File: src/core/wdu_pkg.sv
package wdu_pkg;

  // ----------------------------------------------------------------
  // Clock and oscillator rates
  // ----------------------------------------------------------------
  localparam int unsigned CLK_HZ   = 100_000_000; // System clock rate in Hz.
  localparam int unsigned WDOSC_HZ = 1_000_000;   // Nominal watchdog oscillator rate in Hz.
  localparam int unsigned OSC_DIV  = CLK_HZ / WDOSC_HZ; // System cycles per oscillator tick.

  // ----------------------------------------------------------------
  // Counter and period layout
  // ----------------------------------------------------------------
  localparam int          CNT_W      = 22;           // Watchdog counter width.
  localparam int          PER_W      = 3;            // Period select field width.
  localparam logic [21:0] BASE_TICKS = 22'h004000;   // Shortest period, 16,384 ticks.

  // ----------------------------------------------------------------
  // Register bus and addresses
  // ----------------------------------------------------------------
  localparam int        ADDR_W          = 2;     // Register address width.
  localparam int        DATA_W          = 8;     // Register data width.
  localparam logic [1:0] ADDR_CTRL      = 2'h0;  // Watchdog control register.
  localparam logic [1:0] ADDR_RSTSRC    = 2'h1;  // Reset source status register.
  localparam logic [1:0] ADDR_IRQ_STAT  = 2'h2;  // Interrupt status, cleared by read.
  localparam logic [1:0] ADDR_IRQ_MASK  = 2'h3;  // Interrupt mask.

  // ----------------------------------------------------------------
  // Field positions and reset values
  // ----------------------------------------------------------------
  localparam int CTRL_CE_BIT   = 4;  // Change unlock bit.
  localparam int CTRL_EN_BIT   = 3;  // Timer enable bit.
  localparam int CTRL_PER_LSB  = 0;  // Period select field, low bit.
  localparam int CTRL_RES_LSB  = 5;  // Reserved field, low bit.
  localparam int RSTSRC_TO_BIT = 3;  // Timeout reset flag.
  localparam int IRQ_W         = 2;  // Interrupt status width.
  localparam int IRQ_TO_BIT    = 0;  // Timeout event.
  localparam int IRQ_LAPSE_BIT = 1;  // Unlock window ran out unused.
  localparam logic [2:0] CTRL_PER_RST = 3'h0; // Period select after reset.
  localparam logic [1:0] IRQ_MASK_RST = 2'h0; // Interrupt mask after reset.

  // ----------------------------------------------------------------
  // Unlock window length in system cycles
  // ----------------------------------------------------------------
  localparam logic [2:0] UNLOCK_CYCLES = 3'h4;

endpackage : wdu_pkg

File: src/core/wdu_tick_div.sv
`timescale 1ns/1ns
// ----------------------------------------------------------------
// Divider producing a one-cycle enable at the oscillator rate
// ----------------------------------------------------------------
module wdu_tick_div #(
  parameter int unsigned DIV = 100
) (
  // Clock and reset.
  input  wire logic clk,
  input  wire logic rst_n,
  // Enable pulse.
  output logic      tick
);
  localparam int W = (DIV > 1) ? $clog2(DIV) : 1; // Counter width.

  logic [W-1:0] divCount; // Cycles since the last tick.

  // Count cycles and emit one pulse each DIV cycles.
  always_ff @(posedge clk or negedge rst_n) begin
    if (!rst_n) begin
      divCount <= '0;
      tick     <= 1'b0;
    end else if (divCount == W'(DIV - 1)) begin
      divCount <= '0;
      tick     <= 1'b1;
    end else begin
      divCount <= divCount + 1'b1;
      tick     <= 1'b0;
    end
  end
endmodule : wdu_tick_div

File: src/core/wdu_watchdog.sv
`timescale 1ns/1ns
// Summary of operation
// - Counter advances on separate 1 MHz oscillator ticks.
// - Restart instruction clears the counter.
// - Disable or any chip reset clears counter.
// - Reaching selected period resets the chip.
// - Period codes select 16K up to 2048K ticks.
// - Control bits 7..5 always read zero.
// - Change unlock bit self-clears after four cycles.
// - Enable sets freely; clearing needs unlock bit.
// - Level one starts disabled, enables without unlock.
// - Level one period or disable needs unlock.
// - Level two always runs, enable reads one.
// - Level two period change needs unlock; enable ignored.
// - Timeout gives one-cycle internal reset pulse.
// - Timeout reset flag set; cleared by writing zero.
module wdu_watchdog
  import wdu_pkg::*;
#(
  parameter int unsigned          DIV   = OSC_DIV,
  parameter logic [CNT_W-1:0]     BASE  = BASE_TICKS
) (
  // Clock and asynchronous power-on reset.
  input  wire logic              clk,
  input  wire logic              arst_n,
  // Register port.
  input  wire logic [ADDR_W-1:0] regAddr,
  input  wire logic [DATA_W-1:0] regWdata,
  input  wire logic              regWr,
  input  wire logic              regRd,
  output logic      [DATA_W-1:0] regRdata,
  // Core events and strap.
  input  wire logic              restartInstr,
  input  wire logic              chipRstIn,
  input  wire logic              safetyFuse,
  // Reset request, status and interrupt.
  output logic                   chipRstOut,
  output logic                   timerRunning,
  output logic                   irq
);

  // ----------------------------------------------------------------
  // Reset synchroniser
  // ----------------------------------------------------------------
  logic rstMeta_n;  // First stage, read only by the second stage.
  logic rstSync_n;  // Released reset used everywhere else.

  // Release the asynchronous reset through two flip-flops.
  always_ff @(posedge clk or negedge arst_n) begin
    if (!arst_n) begin
      rstMeta_n <= 1'b0;
      rstSync_n <= 1'b0;
    end else begin
      rstMeta_n <= 1'b1;
      rstSync_n <= rstMeta_n;
    end
  end

  // ----------------------------------------------------------------
  // Declarations
  // ----------------------------------------------------------------
  logic             tick;          // One-cycle oscillator enable.
  logic             fuseTaken;     // Strap has been sampled.
  logic             levelTwo;      // Safety level two is in force.
  logic             enBit;         // Timer enable bit.
  logic [PER_W-1:0] perSel;        // Period select field.
  logic [2:0]       unlockCnt;     // Cycles left in the unlock window.
  logic             ceBit;         // Change unlock bit as seen.
  logic [CNT_W-1:0] wdCount;       // Watchdog counter.
  logic [CNT_W-1:0] limit;         // Last count before timeout.
  logic             timeout;       // Timeout event this cycle.
  logic             toFlag;        // Timeout reset flag.
  logic [IRQ_W-1:0] irqStat;       // Sticky interrupt status.
  logic [IRQ_W-1:0] irqMask;       // Interrupt mask.
  logic [IRQ_W-1:0] irqSet;        // Events this cycle.
  logic             ctrlWr;        // Write to the control register.
  logic             wCe;           // Written change unlock bit.
  logic             wEn;           // Written enable bit.
  logic [PER_W-1:0] wPer;          // Written period select.
  logic             lapse;         // Unlock window closed unused.
  logic             perLoad;       // Honoured second write loads the period.

  assign ctrlWr = regWr && (regAddr == ADDR_CTRL);
  assign wCe    = regWdata[CTRL_CE_BIT];
  assign wEn    = regWdata[CTRL_EN_BIT];
  assign wPer   = regWdata[CTRL_PER_LSB +: PER_W];
  assign ceBit  = (unlockCnt != 3'h0);
  assign lapse  = (unlockCnt == 3'h1) && !ctrlWr;
  assign perLoad = ctrlWr && ceBit && !(wCe && wEn);

  // The period is the shortest one doubled once per code step.
  assign limit = (BASE << perSel) - 1'b1;

  // ----------------------------------------------------------------
  // Oscillator tick
  // ----------------------------------------------------------------
  // The separate oscillator becomes an enable at its nominal rate.
  wdu_tick_div #(
    .DIV   (DIV)
  ) u_tick (
    .clk   (clk),
    .rst_n (rstSync_n),
    .tick  (tick)
  );

  // ----------------------------------------------------------------
  // Safety level strap
  // ----------------------------------------------------------------
  // Sample the strap once, in the first cycle after release.
  always_ff @(posedge clk or negedge rstSync_n) begin
    if (!rstSync_n) begin
      fuseTaken <= 1'b0;
      levelTwo  <= 1'b0;
    end else if (!fuseTaken) begin
      fuseTaken <= 1'b1;
      levelTwo  <= safetyFuse;
    end
  end

  // ----------------------------------------------------------------
  // Control register
  // ----------------------------------------------------------------
  // Enable, period and the timed unlock window.
  always_ff @(posedge clk or negedge rstSync_n) begin
    if (!rstSync_n) begin
      enBit     <= 1'b0;
      perSel    <= CTRL_PER_RST;
      unlockCnt <= 3'h0;
    end else begin
      // The window counts down on its own.
      if (ceBit) begin
        unlockCnt <= unlockCnt - 3'h1;
      end
      if (!fuseTaken) begin
        // Level two comes up already running.
        enBit <= safetyFuse;
      end else if (ctrlWr) begin
        if (wCe && wEn) begin
          // Both bits in one write open the window.
          unlockCnt <= UNLOCK_CYCLES;
          enBit     <= 1'b1;
        end else if (ceBit) begin
          // Second write inside the window is honoured.
          unlockCnt <= 3'h0;
          perSel    <= wPer;
          enBit     <= levelTwo | wEn;
        end else if (wEn) begin
          // Enabling needs no unlock; period is not touched.
          enBit <= 1'b1;
        end
        // A clear of enable or period outside the window is dropped.
      end
      if (levelTwo) begin
        enBit <= 1'b1;
      end
    end
  end

  assign timerRunning = enBit;

  // ----------------------------------------------------------------
  // Watchdog counter
  // ----------------------------------------------------------------
  assign timeout = enBit && tick && (wdCount == limit)
                   && !restartInstr && !chipRstIn;

  // Count oscillator ticks; clear on restart, disable or reset.
  always_ff @(posedge clk or negedge rstSync_n) begin
    if (!rstSync_n) begin
      wdCount <= '0;
    end else if (restartInstr) begin
      wdCount <= '0;
    end else if (chipRstIn || !enBit || timeout) begin
      wdCount <= '0;
    end else if (perLoad) begin
      // A new period starts from zero, so a shorter one is never overrun.
      wdCount <= '0;
    end else if (tick) begin
      wdCount <= wdCount + 1'b1;
    end
  end

  // ----------------------------------------------------------------
  // Reset request and reset source flag
  // ----------------------------------------------------------------
  // One-cycle reset pulse per timeout.
  always_ff @(posedge clk or negedge rstSync_n) begin
    if (!rstSync_n) begin
      chipRstOut <= 1'b0;
    end else begin
      chipRstOut <= timeout;
    end
  end

  // Flag set by timeout, cleared by power-on or a written zero.
  always_ff @(posedge clk or negedge rstSync_n) begin
    if (!rstSync_n) begin
      toFlag <= 1'b0;
    end else if (timeout) begin
      toFlag <= 1'b1;
    end else if (regWr && regAddr == ADDR_RSTSRC && !regWdata[RSTSRC_TO_BIT]) begin
      toFlag <= 1'b0;
    end
  end

  // ----------------------------------------------------------------
  // Interrupts
  // ----------------------------------------------------------------
  always_comb begin
    irqSet                = '0;
    irqSet[IRQ_TO_BIT]    = timeout;
    irqSet[IRQ_LAPSE_BIT] = lapse;
  end

  // Sticky status; a read clears it but a new event wins.
  always_ff @(posedge clk or negedge rstSync_n) begin
    if (!rstSync_n) begin
      irqStat <= '0;
    end else if (regRd && regAddr == ADDR_IRQ_STAT) begin
      irqStat <= irqSet;
    end else begin
      irqStat <= irqStat | irqSet;
    end
  end

  // Mask register written by software.
  always_ff @(posedge clk or negedge rstSync_n) begin
    if (!rstSync_n) begin
      irqMask <= IRQ_MASK_RST;
    end else if (regWr && regAddr == ADDR_IRQ_MASK) begin
      irqMask <= regWdata[IRQ_W-1:0];
    end
  end

  // Level interrupt while any unmasked bit stands.
  always_ff @(posedge clk or negedge rstSync_n) begin
    if (!rstSync_n) begin
      irq <= 1'b0;
    end else begin
      irq <= |(irqStat & irqMask);
    end
  end

  // ----------------------------------------------------------------
  // Read data
  // ----------------------------------------------------------------
  // Read data appear in the cycle after the read strobe only.
  always_ff @(posedge clk or negedge rstSync_n) begin
    if (!rstSync_n) begin
      regRdata <= '0;
    end else if (regRd) begin
      regRdata <= '0;
      case (regAddr)
        ADDR_CTRL: begin
          regRdata[CTRL_CE_BIT]              <= ceBit;
          regRdata[CTRL_EN_BIT]              <= enBit;
          regRdata[CTRL_PER_LSB +: PER_W]    <= perSel;
        end
        ADDR_RSTSRC: begin
          regRdata[RSTSRC_TO_BIT] <= toFlag;
        end
        ADDR_IRQ_STAT: begin
          regRdata[IRQ_W-1:0] <= irqStat;
        end
        ADDR_IRQ_MASK: begin
          regRdata[IRQ_W-1:0] <= irqMask;
        end
        default: begin
          regRdata <= '0;
        end
      endcase
    end else begin
      regRdata <= '0;
    end
  end
endmodule : wdu_watchdog

File: config.mk
export PLATFORM = sky130hd
export DESIGN_NAME = wdu_watchdog
export DESIGN_NICKNAME = d
export VERILOG_FILES = /design/src/core/wdu_pkg.sv /design/src/core/wdu_tick_div.sv /design/src/core/wdu_watchdog.sv
export SDC_FILE = /design/constraint.sdc
export NUM_CORES = 1
export LEC_CHECK = 0
export ABC_AREA = 1
export BUFFER_PORTS_ARGS = -buffer_cell sky130_fd_sc_hd__buf_4
export CORE_MARGIN = 2
export CORE_UTILIZATION = 56
export CTS_BUF_LIST = sky130_fd_sc_hd__clkbuf_4
export DETAILED_ROUTE_END_ITERATION = 8
export GPL_ROUTABILITY_DRIVEN = 0
export PLACE_DENSITY = 0.83
export SLEW_MARGIN = 10
export SYNTH_ARGS = -nofsm -noshare
export SYNTH_HDL_FRONTEND = slang
export SYNTH_SLANG_ARGS = --single-unit
File: constraint.sdc
create_clock -name clk -period 1.6 [get_ports clk]
set_input_delay 0.16 -clock clk [delete_from_list [all_inputs] [get_ports clk]]
set_output_delay 0.16 -clock clk [all_outputs]
set_load 0.01 [all_outputs]
==> reports/qor.yml <==
ys_ff_latch: 53
worstPathArrival_ns: 1.97
synth_cell_types: 34
hold_end: "perSel[2]$_DFFE_PN0P_"
setup_viol: 19
wl_per_cell_um: 13.49
p_sw_mw: 1.055
fmax_mhz: 593.5
worst_slack_ns: -0.08490
layout_worst_path_cycle_share_pct: 105.3
clock_sinks: 53
grt_usage_pct: 22.84
grt_max_degree: 52
yosys_warnings: 0
post-dp-hpwl_mm: 4.518
cp-start-kind: "flip-flop"
pin_count: 28
synth_area_leader_cell: "dfrtp_1"
diodes: 0
crit_required_ns: 1.88
numCtsBuffers: 5
syn_inst: 402
rsz0062_at_grt: "true"
multi_input_area_um2: 1587
drtAntennaViolNets: 0
fin_skew_ns: 0.02055
peakVddDrop_uv: 678.9
internal-power_mw: 2.230
path_max_fanout: 5
power_mw: 3.285
cap_violations: 0
holdWs_ns: 0.01192
synth_top_area_share_pct: 44.09
placed_area_um2: 3348
holdPathStages: 3
timing.rr.end: "wdCount[7]$_DFFE_PN0P_"
outcome: "complete, but fails checks"
die-area_um2: 5974
violations: "setup timing"
hold_path.class: "in -> reg"
reg2reg_from: "wdCount[13]$_DFFE_PN0P_"
syn_area_um2: 3008
p_sw_share_pct: 32.12
synth_area_leaders: "dfrtp_1 44%, nand2_1 13%, nor2_1 9.4%"
vias_per_cell: 5.355
grt_first_pass_wirelength_mm: 11.03
p_comb_share_pct: 28.3
leakagePower_nw: 1.751
slew_viol_final: 0
core_area_um2: 5140
routed_wl_mm: 7.107
drive_gt1_share_pct: 22.54
cp-end-kind: "flip-flop"
seq_power_share_pct: 47.5
synth_edf_count: 0
drt_drc_violations_left: 0
clkTransAtPathRegs_ns: 0.16
avgSynthCellArea_um2: 7.482
powerDensity_nw_per_um2: 890.2
hold_violations: 0
initial_core_util_pct: 58.52
syn_to_final_growth_pct: 22.67
rows: 26
cts_tree: "yes"
first_global_vias: 2552
io_buffers: 21
antenna_found_initial: 0
final_cell_area_um2: 3690
hp-start: "regWdata[2]"
clock_path_buffers: 2
rrSetupSlack_ns: -0.08
setup_tns_ns: -0.9868
ys.flop_type: "dfrtp_1"
period_needed_ns: 1.685
regArea_um2: 1330
die_w_um: 77.29
overflow: 0
worst-setup-path-type: "reg -> reg"
die_h_um: 77.29
fillers: 381
cts_root_buf: "clkbuf_4"
ys_seq_area_share_pct: 44.09
cts_max_level: 2
nets: 479
drtIter0Drc: 269
clkPwrFrac_pct: 24.2
drt-pass1-iter-count: 6
insertion_delay_ns: 0.40
synth-async-reset-ratio_pct: 100.0
rr_worst_depth: 9
vias: 2822
cells in the final DEF (no fill, tap or decap), drive strengths merged:
cell         instances
a211oi               1
a21oi                4
a22o                 1
a31oi                2
and2                 1
and3                 1
buf                 45
bufinv               1
clkbuf               7
conb                 5
dfrtp               53
dlygate4sd3          2
ha                   6
inv                 56
nand2              106
nand3               33
nand3b               1
nand4                7
nor2                81
nor3                 4
nor3b                2
o211ai               3
o21a                 1
o21ai               16
o21bai               1
o22ai                2
xnor2                5
xor2                10
area by class of cell:
| type | count | share of cell area, % |
|---|---|---|
| well taps | 70 | 2.374 |
| multi-input cells | 293 | 43.00 |
| repair buffers | 48 | 10.17 |
| clock buffers | 6 | 1.221 |
| clock inverters | 2 | 1.051 |
| repair inverters | 2 | 0.3391 |
| flip-flops and latches | 53 | 36.05 |
| inverters | 53 | 5.799 |
state kept, by name, summed over array words and instances, names as in the netlist:
| name | flops |
|---|---|
| wdCount | 22 |
| irq | 1 |
| rstSync_n | 1 |
| chipRstOut | 1 |
| unlockCnt | 3 |
| rstMeta_n | 1 |
| u_tick.tick | 1 |
| irqStat | 2 |
| perSel | 3 |
| toFlag | 1 |
| levelTwo | 1 |
| fuseTaken | 1 |
| timerRunning | 1 |
| irqMask | 2 |
| regRdata | 5 |
| u_tick.divCount | 7 |
synthesized netlist by cell type, types with 4 or more instances:
cell type,instances
a21oi_1,4
buf_2,4
dfrtp_1,53
ha_1,6
inv_1,50
nand2_1,101
nand3_1,29
nand4_1,7
nor2_1,75
nor2_2,4
nor3_1,4
o21ai_0,16
xnor2_1,5
xor2_1,10
power groups by stage:
| stage | Sequential, mW | Clock [mW] | Combinational, mW |
|---|---|---|---|
| finish | 1.56 | 0.796 | 0.930 |
| CTS | 1.57 | 0.804 | 0.689 |
| detailed placement | 1.60 | 0 | 0.654 |
| floorplan | 1.58 | 0 | 0.455 |
| global route | 1.57 | 0.881 | 1.05 |
| global placement | 1.59 | 0 | 0.629 |
worst max-delay path by stage:
stage / slack, ns / endpoint / depth (start not counted) / start
global placement: 0.05 / wdCount[0]$_DFFE_PN0P_ / 10 / wdCount[0]$_DFFE_PN0P_
finish: -0.08 / wdCount[7]$_DFFE_PN0P_ / 9 / wdCount[13]$_DFFE_PN0P_
floorplan: 0.02 / chipRstOut$_DFF_PN0_ / 0 / rstSync_n$_DFF_PN0_
detailed placement: 0.02 / wdCount[0]$_DFFE_PN0P_ / 12 / unlockCnt[0]$_DFF_PN0_
CTS: 0.01 / wdCount[10]$_DFFE_PN0P_ / 10 / wdCount[1]$_DFFE_PN0P_
global route: -0.21 / wdCount[4]$_DFFE_PN0P_ / 9 / wdCount[13]$_DFFE_PN0P_
critical path, stage by stage (launching register included):
cell     delay, ns
dfrtp_1       0.48
nand2_1       0.14
nor2_1        0.17
nand2_1       0.11
nor2_2        0.12
nand2_1       0.07
nor2_2        0.15
nand2_4       0.12
nand3_4       0.16
nor2_2        0.04
through the flow:
stage                     std cells  util [%]  setup slack, ns
after CTS                       515     67.36          0.01386
after global placement          504     65.14          0.04889
final                           527     71.79         -0.08490
after detailed placement        504     65.14          0.02149
after global routing            527     71.79          -0.2127
after floorplan                 405         -          0.01535
repair_timing:
action | in CTS | in global routing
setup buffers | 1 | 9
endpoints found under the hold margin | 4 | 0
hold buffers | 2 | 0
setup endpoints to repair | 6 | 28
resized for setup | 1 | 40
pin swaps | 0 | 18
gates cloned | 0 | 3
layer usage:
metal / part of all wire, % / track usage, % / up-vias
li1: - / - / 1362
met1: 41 / 29.17 / 1304
met2: 49 / 38.78 / 130
met3: 7.5 / 4.353 / 26
met4: 2.6 / 8.036 / 0
met5: 0 / 0 / -
kinds of logic after synthesis:
logic type | after synthesis | synth area share, %
buffers and inverters | 60 | 8.361
and+or+nand+nor | 235 | 34.48
xor gates and xnor gates | 15 | 4.368
other | 2 | 0.2497
AOI/OAI and AO/OA | 31 | 5.949
adders and majority gates | 6 | 2.496
DFF | 53 | 44.09
(Power assumes the default switching activity.)
